File: config.mk
export PLATFORM = sky130hd
export DESIGN_NAME = plcir_regs
export DESIGN_NICKNAME = d
export VERILOG_FILES = /design/src/inc/plcir_pkg.sv /design/src/verilog/plcir_regs.sv /design/src/verilog/plcir_sync.sv /design/src/verilog/plcir_short_reset.sv
export VERILOG_INCLUDE_DIRS = /design/src /design/src/inc
export SDC_FILE = /design/constraint.sdc
export NUM_CORES = 1
export LEC_CHECK = 0
export ABC_AREA = 1
export BUFFER_PORTS_ARGS = -buffer_cell sky130_fd_sc_hd__buf_2
export CORE_AREA = 3 3 74 76
export DETAILED_ROUTE_END_ITERATION = 10
export DIE_AREA = 0 0 77 79
export GPL_TIMING_DRIVEN = 0
export PLACE_DENSITY = 0.75
export REMOVE_ABC_BUFFERS = 1
export SETUP_SLACK_MARGIN = 0.15
export SYNTH_ARGS = -nofsm -noshare
export SYNTH_HDL_FRONTEND = slang
export SYNTH_SLANG_ARGS = --single-unit
File: constraint.sdc
create_clock -name clk -period 1.17 [get_ports clk]
set_input_delay 0.117 -clock clk [delete_from_list [all_inputs] [get_ports clk]]
set_output_delay 0.117 -clock clk [all_outputs]
set_load 0.05 [all_outputs]
File: src/inc/plcir_defs.svh
// constants for the link-control and interrupt register block
// Operation
// (RQ1) self-ID link flag is control AND power
// (RQ2) link control set by hardware reset only; a write to the control register also loads it
// (RQ3) link interface state follows power input only
// (RQ4) contender cleared at reset, set by write
// (RQ5) repeater jitter field reads zero
// (RQ6) power class loads pins at hardware reset
// (RQ7) resume enable feeds port event flag
// (RQ8) short reset request, cleared by bus reset
// (RQ9) software should use only short resets
// (RQ10) config timeout flag, write one clears
// (RQ11) timeout flags with enable raise link-on
// (RQ12) config timeout only with legacy nodes present
// (RQ13) cable power flag on falling edge, resets one
// (RQ14) state timeout flag also causes bus reset
// (RQ15) port change with enable sets port event
// (RQ16) writing zero leaves flags unchanged
`ifndef PLCIR_DEFS_SVH
`define PLCIR_DEFS_SVH
// ****************************************
// register offsets
// ****************************************
`define PLCIR_ADDR_CTRL 4'h4
`define PLCIR_ADDR_IRQ 4'h5
`define PLCIR_ADDR_PORTEN 4'h8
`define PLCIR_ADDR_STAT 4'h9
`define PLCIR_ADDR_MASK 4'hA
// ****************************************
// field positions, numbered as data bit indices, bit 7 = data[7] = msb
// ****************************************
`define PLCIR_B_LINK_ACTIVE_CONTROL 7
`define PLCIR_B_CONT 6
`define PLCIR_B_JIT_HI 5
`define PLCIR_B_JIT_LO 3
`define PLCIR_B_PWR_HI 2
`define PLCIR_B_PWR_LO 0
`define PLCIR_B_RESEN 7
`define PLCIR_B_SHORT 6
`define PLCIR_B_CTO 5
`define PLCIR_B_CPS 4
`define PLCIR_B_STO 3
`define PLCIR_B_PEV 2
// ****************************************
// reset values and timing
// ****************************************
`define PLCIR_JITTER_VAL 3'h0
`define PLCIR_CLK_NS 40
`define PLCIR_SHORT_RST_NS 1300
`define PLCIR_SHORT_RST_CYC ((`PLCIR_SHORT_RST_NS + `PLCIR_CLK_NS - 1) / `PLCIR_CLK_NS)
`define PLCIR_NPORTS 3
`endif

File: src/inc/plcir_pkg.sv
// types for the link-control and interrupt register block
package plcir_pkg;
  typedef enum logic [1:0] {PLCIR_IDLE, PLCIR_WAIT, PLCIR_RESET} plcir_rst_e;
  typedef logic [7:0] plcir_byte_t;
endpackage

File: src/verilog/plcir_regs.sv
// link-control, power-class and interrupt register bank
`timescale 1ns/1ps
`include "plcir_defs.svh"
module plcir_regs
  import plcir_pkg::*;
(
  // clock and hardware reset
  input wire logic clk,
  input wire logic reset,
  // register port
  input wire logic [3:0] addr,
  input wire logic [7:0] wdata,
  input wire logic wr,
  input wire logic rd,
  output logic [7:0] rdata,
  // pins
  input wire logic link_power_status_in,
  input wire logic cable_power_in,
  input wire logic [2:0] power_class_pins,
  // events from the link-layer machinery
  input wire logic bus_reset_in,
  input wire logic bus_idle,
  input wire logic arb_config_timeout,
  input wire logic legacy_nodes_present,
  input wire logic state_timeout,
  input wire logic [`PLCIR_NPORTS-1:0] port_status_change,
  input wire logic [`PLCIR_NPORTS-1:0] port_resume_start,
  // outputs
  output logic link_on_out,
  output logic link_if_operational,
  output logic selfid_link_active,
  output logic selfid_contender,
  output logic [2:0] selfid_power_class,
  output logic short_reset_active,
  output logic bus_reset_req,
  output logic irq
);
  // ****************************************
  // synchronised pins
  // ****************************************
  logic lps_s; // link power status
  logic cps_s; // cable power
  logic [2:0] pc_s; // power class pins
  logic cps_d; // delayed cable power

  plcir_sync #(.W(5)) u_sync (
    .clk(clk),
    .d({link_power_status_in, cable_power_in, power_class_pins}),
    .q({lps_s, cps_s, pc_s})
  );

  // ****************************************
  // registers
  // ****************************************
  logic link_active_control; // self-ID link control
  logic contender_flag; // self-ID contender
  logic [2:0] node_power_class; // self-ID power class
  logic resume_irq_enable; // resume / watchdog enable
  logic short_reset_request; // short reset pending
  logic config_timeout_flag; // sticky flags
  logic cable_power_flag;
  logic state_timeout_flag;
  logic port_event_flag;
  logic [`PLCIR_NPORTS-1:0] port_irq_enable; // per-port enables
  logic [3:0] irq_status; // interrupt status, read clears
  logic [3:0] irq_mask; // interrupt mask
  logic pc_loaded; // power class taken after reset
  logic sr_done; // short reset sequence finished
  logic any_bus_reset; // any bus reset this cycle

  // helper: write to an address
  function automatic logic wr_at(input logic [3:0] a);
    return wr && (addr == a);
  endfunction

  logic wr_ctrl;
  logic wr_irq;
  logic cps_fall; // cable power high to low
  logic set_cto;
  logic set_sto;
  logic set_pev;
  logic timeout_any; // any watchdog-class flag
  logic [3:0] ev; // events for irq status

  assign wr_ctrl = wr_at(`PLCIR_ADDR_CTRL);
  assign wr_irq = wr_at(`PLCIR_ADDR_IRQ);
  assign cps_fall = cps_d && !cps_s;
  // legacy-only loop detect
  assign set_cto = arb_config_timeout && legacy_nodes_present; // RQ10 RQ12
  assign set_sto = state_timeout; // RQ14
  assign timeout_any = config_timeout_flag || cable_power_flag || state_timeout_flag;
  // interface state depends only on power input
  assign link_if_operational = lps_s; // RQ3
  assign any_bus_reset = bus_reset_in || sr_done || state_timeout;
  assign bus_reset_req = state_timeout; // RQ14
  // port event causes
  assign set_pev = |(port_status_change & port_irq_enable) // RQ15
    || (resume_irq_enable && |port_resume_start) // RQ7
    || (resume_irq_enable && !lps_s && (set_cto || set_sto || cps_fall)); // RQ7

  // cable power edge history
  always_ff @(posedge clk) begin
    if (reset) begin
      cps_d <= 1'b1;
    end else begin
      cps_d <= cps_s;
    end
  end

  // link control and contender; bus reset leaves them
  always_ff @(posedge clk) begin
    if (reset) begin
      link_active_control <= 1'b1; // RQ2
      contender_flag <= 1'b0; // RQ4
      resume_irq_enable <= 1'b0; // RQ7
    end else if (wr_ctrl) begin
      link_active_control <= wdata[`PLCIR_B_LINK_ACTIVE_CONTROL];
      contender_flag <= wdata[`PLCIR_B_CONT]; // RQ4
    end else if (wr_irq) begin
      resume_irq_enable <= wdata[`PLCIR_B_RESEN];
    end
  end

  // power class from pins after reset release
  always_ff @(posedge clk) begin
    if (reset) begin
      pc_loaded <= 1'b0;
      node_power_class <= 3'h0;
    end else if (!pc_loaded) begin
      pc_loaded <= 1'b1;
      node_power_class <= pc_s; // RQ6
    end else if (wr_ctrl) begin
      node_power_class <= wdata[`PLCIR_B_PWR_HI:`PLCIR_B_PWR_LO];
    end
  end

  // short reset request, cleared by any bus reset
  always_ff @(posedge clk) begin
    if (reset) begin
      short_reset_request <= 1'b0;
    end else if (any_bus_reset) begin
      short_reset_request <= 1'b0; // RQ8
    end else if (wr_irq && wdata[`PLCIR_B_SHORT]) begin
      short_reset_request <= 1'b1; // RQ8
    end
  end

  plcir_short_reset u_short (
    .clk(clk),
    .reset(reset),
    .request(short_reset_request),
    .bus_idle(bus_idle),
    .active(short_reset_active),
    .done(sr_done)
  );

  // sticky flags: set wins, write one clears, zero keeps
  always_ff @(posedge clk) begin
    if (reset) begin
      config_timeout_flag <= 1'b0; // RQ10
      cable_power_flag <= 1'b1; // RQ13
      state_timeout_flag <= 1'b0; // RQ14
      port_event_flag <= 1'b0; // RQ15
    end else begin
      config_timeout_flag <= set_cto
        || (config_timeout_flag && !(wr_irq && wdata[`PLCIR_B_CTO])); // RQ16
      cable_power_flag <= cps_fall
        || (cable_power_flag && !(wr_irq && wdata[`PLCIR_B_CPS])); // RQ13 RQ16
      state_timeout_flag <= set_sto
        || (state_timeout_flag && !(wr_irq && wdata[`PLCIR_B_STO])); // RQ16
      port_event_flag <= set_pev
        || (port_event_flag && !(wr_irq && wdata[`PLCIR_B_PEV])); // RQ16
    end
  end

  // port enables and interrupt mask
  always_ff @(posedge clk) begin
    if (reset) begin
      port_irq_enable <= '0;
      irq_mask <= 4'h0;
    end else if (wr_at(`PLCIR_ADDR_PORTEN)) begin
      port_irq_enable <= wdata[`PLCIR_NPORTS-1:0];
    end else if (wr_at(`PLCIR_ADDR_MASK)) begin
      irq_mask <= wdata[3:0];
    end
  end

  // interrupt status: events set, read clears, set wins
  assign ev = {set_cto, cps_fall, set_sto, set_pev};
  always_ff @(posedge clk) begin
    if (reset) begin
      irq_status <= 4'h0;
    end else if (rd && addr == `PLCIR_ADDR_STAT) begin
      irq_status <= ev;
    end else begin
      irq_status <= irq_status | ev;
    end
  end

  assign irq = |(irq_status & irq_mask);

  // link-on when a timeout flag is set with enable, link inactive
  always_ff @(posedge clk) begin
    if (reset) begin
      link_on_out <= 1'b0;
    end else begin
      link_on_out <= resume_irq_enable && timeout_any && !lps_s; // RQ11
    end
  end

  // self-ID fields
  always_ff @(posedge clk) begin
    if (reset) begin
      selfid_link_active <= 1'b0;
      selfid_contender <= 1'b0;
      selfid_power_class <= 3'h0;
    end else begin
      selfid_link_active <= link_active_control && lps_s; // RQ1
      selfid_contender <= contender_flag; // RQ4
      selfid_power_class <= node_power_class; // RQ6
    end
  end

  // ****************************************
  // read port, data one cycle after strobe
  // ****************************************
  always_ff @(posedge clk) begin
    if (reset) begin
      rdata <= 8'h00;
    end else if (rd) begin
      case (addr)
        `PLCIR_ADDR_CTRL: begin
          rdata <= {link_active_control, contender_flag, `PLCIR_JITTER_VAL, // RQ5
                    node_power_class};
        end
        `PLCIR_ADDR_IRQ: begin
          rdata <= {resume_irq_enable, short_reset_request, config_timeout_flag,
                    cable_power_flag, state_timeout_flag, port_event_flag, 2'h0};
        end
        `PLCIR_ADDR_PORTEN: begin
          rdata <= {5'h00, port_irq_enable};
        end
        `PLCIR_ADDR_STAT: begin
          rdata <= {4'h0, irq_status};
        end
        `PLCIR_ADDR_MASK: begin
          rdata <= {4'h0, irq_mask};
        end
        default: begin
          rdata <= 8'h00;
        end
      endcase
    end else begin
      rdata <= 8'h00;
    end
  end
endmodule

File: src/verilog/plcir_sync.sv
// two-flop synchroniser for pin inputs
`timescale 1ns/1ps
module plcir_sync #(
  parameter int W = 1
) (
  // clock
  input wire logic clk,
  // pin side
  input wire logic [W-1:0] d,
  // clock side
  output logic [W-1:0] q
);
  logic [W-1:0] meta; // first stage, read only by q

  // two stages
  always_ff @(posedge clk) begin
    meta <= d;
    q <= meta;
  end
endmodule

File: src/verilog/plcir_short_reset.sv
// short arbitrated bus reset sequencer
`timescale 1ns/1ps
`include "plcir_defs.svh"
module plcir_short_reset
  import plcir_pkg::*;
(
  // clock and reset
  input wire logic clk,
  input wire logic reset,
  // control
  input wire logic request,
  input wire logic bus_idle,
  // outputs
  output logic active,
  output logic done
);
  localparam logic [7:0] LEN = 8'(`PLCIR_SHORT_RST_CYC);
  plcir_rst_e state; // sequencer state
  logic [7:0] count; // remaining cycles

  // wait for an opportunity, then drive reset for 1.3 us
  always_ff @(posedge clk) begin
    if (reset) begin
      state <= PLCIR_IDLE;
      count <= 8'h00;
    end else begin
      case (state)
        PLCIR_IDLE: begin
          if (request) begin
            state <= PLCIR_WAIT;
          end
        end
        PLCIR_WAIT: begin
          // next opportunity; a bus reset that dropped the request cancels it
          if (!request) begin
            state <= PLCIR_IDLE;
          end else if (bus_idle) begin
            state <= PLCIR_RESET;
            count <= LEN;
          end
        end
        PLCIR_RESET: begin
          if (count == 8'h01) begin
            state <= PLCIR_IDLE;
          end
          count <= count - 8'h01;
        end
        default: begin
          state <= PLCIR_IDLE;
        end
      endcase
    end
  end

  assign active = (state == PLCIR_RESET);
  assign done = (state == PLCIR_RESET) && (count == 8'h01);
endmodule

# == Yosys cells after proc, flatten, opt, wreduce, memory -nomap -nowiden ==
# Index checks and enable logic that the tools add are counted.
# totals
in_bits,32
elab_cells,109
regBits,58
output_inout_bits,18
# classes
bitwise,6
muxes,13
n_eq_ne,14
n_addsub,1
reduce_logical,52
# ops
operator,n
$pmux W8 S5,1
$logic_and A1 B1 Y1,23
$mux W8,2
$pmux W8 S2,1
$eq A4 B4 Y1 const B,3
$logic_or A1 B1 Y1,12
$eq A4 B3 Y1 const B,2
$eq A8 B1 Y1 const B,1
$mux W2,4
$sub A8 B1 Y8 const B,1
$logic_not A1 Y1,6
$mux W3,2
$ne A2 B2 Y1 const B,3
$pmux W2 S3,1
$reduce_and A3 Y1,2
$reduce_or A3 Y1,2
$and A4 B4 Y4,1
$mux W4,1
$ne A2 B1 Y1 const B,2
$or A4 B4 Y4,1
$reduce_and A2 Y1,2
$reduce_or A2 Y1,2
$reduce_or A4 Y1,1
$and A3 B3 Y3,1
other kinds (7),9

# == Depth between registers and ports, before layout ==
# Gate-level depths: netlist (run 1).
# logic_depth
depth_word,7
mapped_depth,8
mapped_depth_nobuf,8

# == Hierarchy ==
# A second synthesis (run 1) with hierarchy kept.
# unflattened
cells_unflattened,309
area_unflattened_um2,2412.3
# by_module_without_submodules
mod,instances,area_per_inst_um2,cells_each
plcir_regs,1,1636.6,220
plcir_short_reset,1,575.6,79
plcir_sync,1,200.2,10

# == Least setup slack after synthesis (run 1) ==
# Ideal clock, no wire load.
# synth_timing
path_type,register to register
start,register u_short.state[0]
end,register u_short.count[5]
required_time_ns,1.060
path_stages_with_launch,9
setup_time_ns,0.110
slack_ns,-0.097
n_path_buf,0
arrival_ns,1.158
cell_sequence,dfxtp_1 -> inv_1 -> nand2_1 -> inv_1 -> nand3_1 -> nand2_1 -> nand3_1 -> nand2_1 -> inv_1
# synth_via
elab_chain_len,3
elab_cells_between_ends,7
classes_between,4 x eq/ne; 1 x mux; 2 x reduce/logical
# synth_rtl
item,line,source
"start, declared",plcir_short_reset.sv:18,plcir_rst_e state;
"start signal, assigned",plcir_short_reset.sv:24,state <= PLCIR_IDLE;
"start signal, assigned",plcir_short_reset.sv:30,state <= PLCIR_WAIT;
"start signal, assigned",plcir_short_reset.sv:36,state <= PLCIR_IDLE;
$eq A2 B2 Y1 (*),n/a,
via short_reset_active,plcir_regs.sv:34,"output logic short_reset_active,"
$reduce_bool A2 Y1 (no line),n/a,
$reduce_and A3 Y1 (no line),n/a,
"end signal, assigned",plcir_short_reset.sv:46,count <= count - 8'h01;
"end, declared",plcir_short_reset.sv:19,logic [7:0] count;
# Mark *: on every way through the listed nets, which the timed path passes. The rest lies on a longest branch.
# A chain may end at the register's enable or synchronous reset.

# == Worst setup path after layout (run 1) ==
# layout_timing
start,register u_short.count[4]
end,register u_short.count[7]
# layout_via
elab_chain_len,2
# layout_rtl
item,line,source
$sub A8 B1 Y8,plcir_short_reset.sv:46,
$pmux W8 S2,plcir_short_reset.sv:27,case (state)
# No other way between the ends.

==> results.txt, run 1 <==
status - complete, but fails checks
failing checks - negative setup slack
Area Overhead vs Synth - 41.20%
Sw Share - 0.2458
detailed-router iteration count before antenna repair - 4
area post-placement - 0.002599 sq mm
fin worst setup slack - -0.003149 ns
Die Y - 79 um
CTS sink cnt - 58
post-detailed-route via-to-cell ratio - 4.912
Synth Warn # - 0
Final HPWL DP - 3.551 mm
Critical Path RT - 1.41 ns
gr usage total - 0.1918
hold slack final - 0.03985 ns
dpl ws - -0.2052 ns
Power Density - 1323 mW/mm^2
RD Place Congestion - 0.8998
RSZ-0062 raised after global routing - true
CTS Buf Count - 9
ant diodes - 0
I/O pin total - 50
design area - 0.003263 sq mm
Final nets - 415
Root Buffer - clkbuf_8
Critical Path AT - 1.42 ns
top cells by count, synth - nand2_1, dfxtp_1, inv_1, nor2_1, nand3_1
startpoint types - register
Initial Util - 0.4829
worst vdd ir - 0.0008404 V
clk buf depth - 2
total wire length - 6.031 mm
Clock power frac - 0.440
CTS clk-pin slew, worst paths - 0.07 ns
Reg power frac - 0.480
vias in the first global route - 2,058
Synth Flop Type - dfxtp_1
Post-Synthesis Cells - 309
Unique masters post-synth - 21
proportion of layout cells with a drive suffix above 1 - 0.4016
# rows - 25
area leader, netlist - dfxtp_1
total leakage power - 1.451 nW
CTS tree - built
Synth area leaders - dfxtp_1, nand2_1, inv_1
max cap viols - 0
final hold vios - 0
crit path kind - register to register
DR vias - 2,225
Worst Skew - 0.003429 ns
Hold Path Class - input port to register
Seq/Total Area, Yosys - 0.5024
slew at the pin closest to its max-slew limit - 0.3424 ns
antenna-violating nets left - 0
mapped cell area - 0.002311 sq mm
share of the synthesized area in the top cell type - 0.5024
#FFs+latches synth - 58
crit-path max FO - 4
Worst-Skew Late Latency - 0.34 ns
Slew Viols, Final - 0
internal power - 3.256 mW
DR DRC count - 0
Mapped Avg Cell Area - 7.479 sq um
first-pass GRT wire length - 9.108 mm
H-tree depth - 3
fin crit share - 1.003
PortBufs - 49
Fmax - 852.4 MHz
most frequent cell after synthesis - nand2_1
Final Power - 4.317 mW
initial DRC count - 140
Net Sw Power - 1.061 mW
area of the core - 0.004786 sq mm
Critical Path End Type - register
largest net degree at the start of global routing - 25
slew margin rel. - 0.7710
Gate power share - 0.079
total gr overflow - 0
Die X-Extent - 77 um
async set-reset flop share out of synthesis - 0
initial antenna violation count - 0
DR WL/cell - 13.31 um
Setup violations, final - 1
Post-synth EDFFs - 0
Die ar. - 0.006083 sq mm
Final Critical Period - 1.173 ns
## worst max-delay path, cell delays in order, from the launching register on
cell and delay, ns:
dfxtp_2 0.36, nor2_4 0.16, nand2_1 0.09, nor2_2 0.15
nand2_1 0.11, o21ai_1 0.14, nor2_1 0.06
## layout make-up
class                      count  area [sq um]
clock buffer                  11         151.4
clock inverter                 5         52.55
fill                         361          1523
inverter                      42         167.7
multi-input combinational    203          1150
sequential                    58          1186
tap                           67         83.83
timing repair buffer          67         471.7
## what timing repair did
action	4_1_cts	5_1_grt
cloned	0	0
endpoints found under the hold margin	5	0
resized for setup	58	56
setup endpoints to repair	24	26
hold buffers	5	0
setup buffers	11	2
pin swaps	11	22
## logic make-up (layout without fill, tap and decap cells)
family	after synthesis	in the layout	synth area share
and+or+nand+nor	159	159	0.2994
DFF	58	58	0.5024
buffers and inverters	48	125	0.08609
AOI/OAI and AO/OA	39	39	0.08663
muxes	3	3	0.01462
adders and majority gates	2	2	0.01083
## routing by layer
metal / track usage / part of all wire / vias up / wire, um
met1: 0.2304 / 0.43 / 1003 / 2565
met2: 0.3040 / 0.47 / 80 / 2849
met3: 0.05669 / 0.068 / 21 / 412
met5: 0 / 0 / - / 0
met4: 0.1157 / 0.034 / 0 / 204
li1: - / - / 1121 / -
## metrics by stage
stage / std cells / TNS (ns) / util
2_1_floorplan: 303 / -0.2068 / -
3_3_place_gp: 419 / -1.315 / 0.5430
3_5_place_dp: 419 / -1.465 / 0.5430
4_1_cts: 451 / 0 / 0.6431
5_1_grt: 453 / -0.1935 / 0.6818
6_report: 453 / -0.003149 / 0.6818
## flip-flops by register name (all words and copies together), names as in the netlist, 3 cells and up
register and flops:
u_sync.meta 5, node_power_class 3, u_sync.q 5, selfid_power_class 3
irq_mask 4, port_irq_enable 3, u_short.count 8, irq_status 4
rdata 8
## cells in the final DEF, fill, tap and decap left out, types with 3 or more instances in the layout
| cell | instances |
|---|---|
| nor3_1 | 3 |
| a21oi_2 | 4 |
| a21oi_1 | 20 |
| buf_6 | 7 |
| dfxtp_2 | 20 |
| nand2_1 | 66 |
| dfxtp_1 | 38 |
| inv_1 | 34 |
| nor2_4 | 10 |
| nor2_2 | 6 |
| o21ai_1 | 3 |
| inv_4 | 4 |
| clkinv_2 | 3 |
| inv_2 | 4 |
| nand3_1 | 21 |
| buf_2 | 31 |
| dlygate4sd3_1 | 5 |
| nand3_2 | 7 |
| nor2_1 | 28 |
| clkbuf_8 | 11 |
| clkbuf_4 | 5 |
| buf_4 | 18 |
| o21ai_0 | 9 |
| mux2_2 | 3 |
| nand2_2 | 10 |
## worst paths after layout
path                    start                  end  slack [ns]  cells after the start
min reg2reg    u_sync.meta[0]          u_sync.q[0]        0.33                      0
min              bus_reset_in  short_reset_request        0.04                      4
max reg2reg  u_short.count[4]     u_short.count[7]      -0.003                      6
max          u_short.count[4]     u_short.count[7]      -0.003                      6
## power by group through the flow
| stage | Sequential [mW] | Combinational [mW] | Clock, mW |
|---|---|---|---|
| finish | 2.07 | 0.341 | 1.90 |
| global route | 2.08 | 0.375 | 2.00 |
| CTS | 2.07 | 0.331 | 1.91 |
| detailed placement | 2.11 | 0.295 | 0 |
| global placement | 2.11 | 0.290 | 0 |
| floorplan | 2.15 | 0.123 | 0 |
Power figures use the tool's default switching activity.
==> run 2: changes to the inputs <==
- GPL_TIMING_DRIVEN: 0 -> default
==> results.txt, run 2 (same netlist as run 1, synthesis figures left out) <==
PortBufs - 49 (unchanged)
DR DRC count - 0 (unchanged)
most frequent cells in the layout - nand2_1, dfxtp_1, inv_1 (unchanged)
H-tree depth - 3 (unchanged)
Gate power share - 0.085 (was 0.079)
Die Y - 79 um (unchanged)
status - completed (was complete, but fails checks)
critical-path cell list - nand2_1 -> nand4_1 -> buf_6 (was nor2_4 -> nand2_1 -> nor2_2 -> nand2_1 -> o21ai_1 -> nor2_1)
fin worst setup slack - 0.02055 ns (was -0.003149 ns)
Area Overhead vs Synth - 42.39% (was 41.20%)
Setup violations, final - 0 (was 1)
detailed-router iteration count before antenna repair - 4 (unchanged)
DR vias - 2,291 (was 2,225)
Clock power frac - 0.416 (was 0.440)
Non-Filler Instances - 460 (was 453)
proportion of layout cells with a drive suffix above 1 - 0.3944 (was 0.4016)
max cap viols - 0 (unchanged)
RR Endpoint - u_short.count[7] (unchanged)
reg-to-reg startpoint - u_short.count[3] (was u_short.count[4])
antenna-violating nets left - 0 (unchanged)
total leakage power - 1.473 nW (was 1.451 nW)
Final Critical Period - 1.149 ns (was 1.173 ns)
Root Buffer - clkbuf_8 (unchanged)
I/O pin total - 50 (unchanged)
CTS sink cnt - 58 (unchanged)
Cell Count Post-Placement - 431 (was 419)
Slew Viols, Final - 0 (unchanged)
slew margin rel. - 0.8082 (was 0.7710)
Critical Path AT - 1.03 ns (was 1.42 ns)
top flop regs - rdata (8), u_short.count (8) (unchanged)
CP bufs+invs - 1 (was 0)
vias in the first global route - 2,091 (was 2,058)
Hold Path Class - input port to register (unchanged)
crit-path max FO - 3 (was 4)
CTS tree - built (unchanged)
Final HPWL DP - 3.718 mm (was 3.551 mm)
initial DRC count - 140 (unchanged)
gr usage total - 0.1962 (was 0.1918)
internal power - 3.163 mW (was 3.256 mW)
total gr overflow - 0 (unchanged)
Reg power frac - 0.498 (was 0.480)
RSZ-0062 raised after global routing - true (unchanged)
ant diodes - 0 (unchanged)
area of the core - 0.004786 sq mm (unchanged)
crit path kind - register to primary output (was register to register)
RD Place Congestion - 0.8850 (was 0.8998)
CTS clk-pin slew, worst paths - 0.06 ns (was 0.07 ns)
Worst-Skew Late Latency - 0.34 ns (about the same)
dpl ws - 0.03111 ns (was -0.2052 ns)
Top delay family on crit path - flip-flops (was simple AND/OR/NAND/NOR gates)
post-detailed-route via-to-cell ratio - 4.980 (was 4.912)
Critical Path RT - 1.05 ns (was 1.41 ns)
first-pass GRT wire length - 9.342 mm (was 9.108 mm)
Power Density - 1265 mW/mm^2 (was 1323 mW/mm^2)
Cells on Worst Hold Path - 3 (was 4)
clk buf depth - 2 (unchanged)
final hold vios - 0 (unchanged)
Critical Path End Type - primary output (was register)
initial antenna violation count - 0 (unchanged)
worst r2r path cells - 7 (was 6)
fin crit share - 0.9824 (was 1.003)
CP max stage delay - 0.33 ns (was 0.36 ns)
# rows - 25 (unchanged)
Die X-Extent - 77 um (unchanged)
slew at the pin closest to its max-slew limit - 0.2870 ns (was 0.3424 ns)
hold slack final - 0.06250 ns (was 0.03985 ns)
worst reg-to-reg setup slack - 0.02 ns (was -0.003 ns)
largest net degree at the start of global routing - 23 (was 25)
CP max stage cell - dfxtp_2 (unchanged)
hold path startpoint - wdata[3] (was bus_reset_in)
Layout Utilization - 0.6876 (was 0.6818)
Min-Delay Endpoint - irq_mask[3] (was short_reset_request)
Initial Util - 0.4829 (unchanged)
startpoint types - register (unchanged)
commonest non-fill, non-tap cell in the layout - nand2_1 (unchanged)
CTS Buf Count - 9 (unchanged)
Final nets - 423 (was 415)
Die ar. - 0.006083 sq mm (unchanged)
Fmax - 870.0 MHz (was 852.4 MHz)
total wire length - 5.992 mm (was 6.031 mm)
Worst Skew - 0.006657 ns (was 0.003429 ns)
Net Sw Power - 0.9980 mW (was 1.061 mW)
Sw Share - 0.2398 (was 0.2458)
DR WL/cell - 13.03 um (was 13.31 um)
Final Power - 4.161 mW (was 4.317 mW)
worst vdd ir - 0.0008444 V (was 0.0008404 V)
## run 2: cell count changes in the layout (fill, tap and decap cells not counted), moves of 3 or more
| cell | delta |
|---|---|
| dfxtp_1 | +4 |
| nand2_2 | -5 |
| dfxtp_2 | -5 |
| nand2_1 | +3 |
| buf_4 | +5 |
## run 2: layout make-up
type | count | area, sq um
repair buffers | 75 | 531.8
clock buffers | 13 | 178.9
well taps | 67 | 83.83
multi-input cells | 203 | 1135
clock inverters | 2 | 10.01
flip-flops and latches | 58 | 1184
inverters | 42 | 167.7
fillers | 380 | 1495
## run 2: worst reg2reg max path, stage by stage (launching register included)
cell,delay (ns)
dfxtp_1,0.36
nor2_2,0.19
nand2_1,0.09
nor2_2,0.09
nand2_1,0.08
o21ai_1,0.09
inv_1,0.06
nor2_1,0.11
## run 2: what timing repair did
action / CTS / global route
resized for setup: 49 / 62
buffers inserted: 7 / 1
hold buffers: 6 / 0
setup endpoints to repair: 17 / 29
hold endpoints to repair: 6 / 0
pin swaps: 12 / 19
## run 2: worst max-delay path by stage
stage	startpoint	endpoint	slack [ns]	cells after the start
floorplan	u_short.state[0]	u_short.count[5]	-0.09	8
global placement	u_short.count[1]	u_short.count[1]	0.07	4
detailed placement	u_short.count[1]	u_short.count[1]	0.03	4
CTS	irq_mask[2]	irq	0.03	3
global route	u_short.count[3]	u_short.count[7]	-0.05	7
finish	irq_status[1]	irq	0.02	3
## run 2: through the flow
step / TNS [ns] / area (sq um)
2_1_floorplan: -0.2068 / 2270
3_3_place_gp: 0 / 2689
4_1_cts: 0 / 3117
6_report: 0 / 3291
3_5_place_dp: 0 / 2689
5_1_grt: -0.09181 / 3291
## run 2: routing by layer
layer	global-route usage	routed length [um]	vias up
met5	0	0	-
met4	0.09253	174	0
met3	0.05556	374	20
met2	0.3171	2906	89
met1	0.2424	2537	1051
li1	-	-	1131
## run 2: power by group through the flow
stage	logic (mW)	registers, mW	clock network [mW]
6_report	0.356	2.07	1.73
4_1_cts	0.346	2.07	1.75
5_1_grt	0.391	2.08	1.86
3_5_place_dp	0.309	2.12	0
2_1_floorplan	0.123	2.15	0
3_3_place_gp	0.307	2.11	0
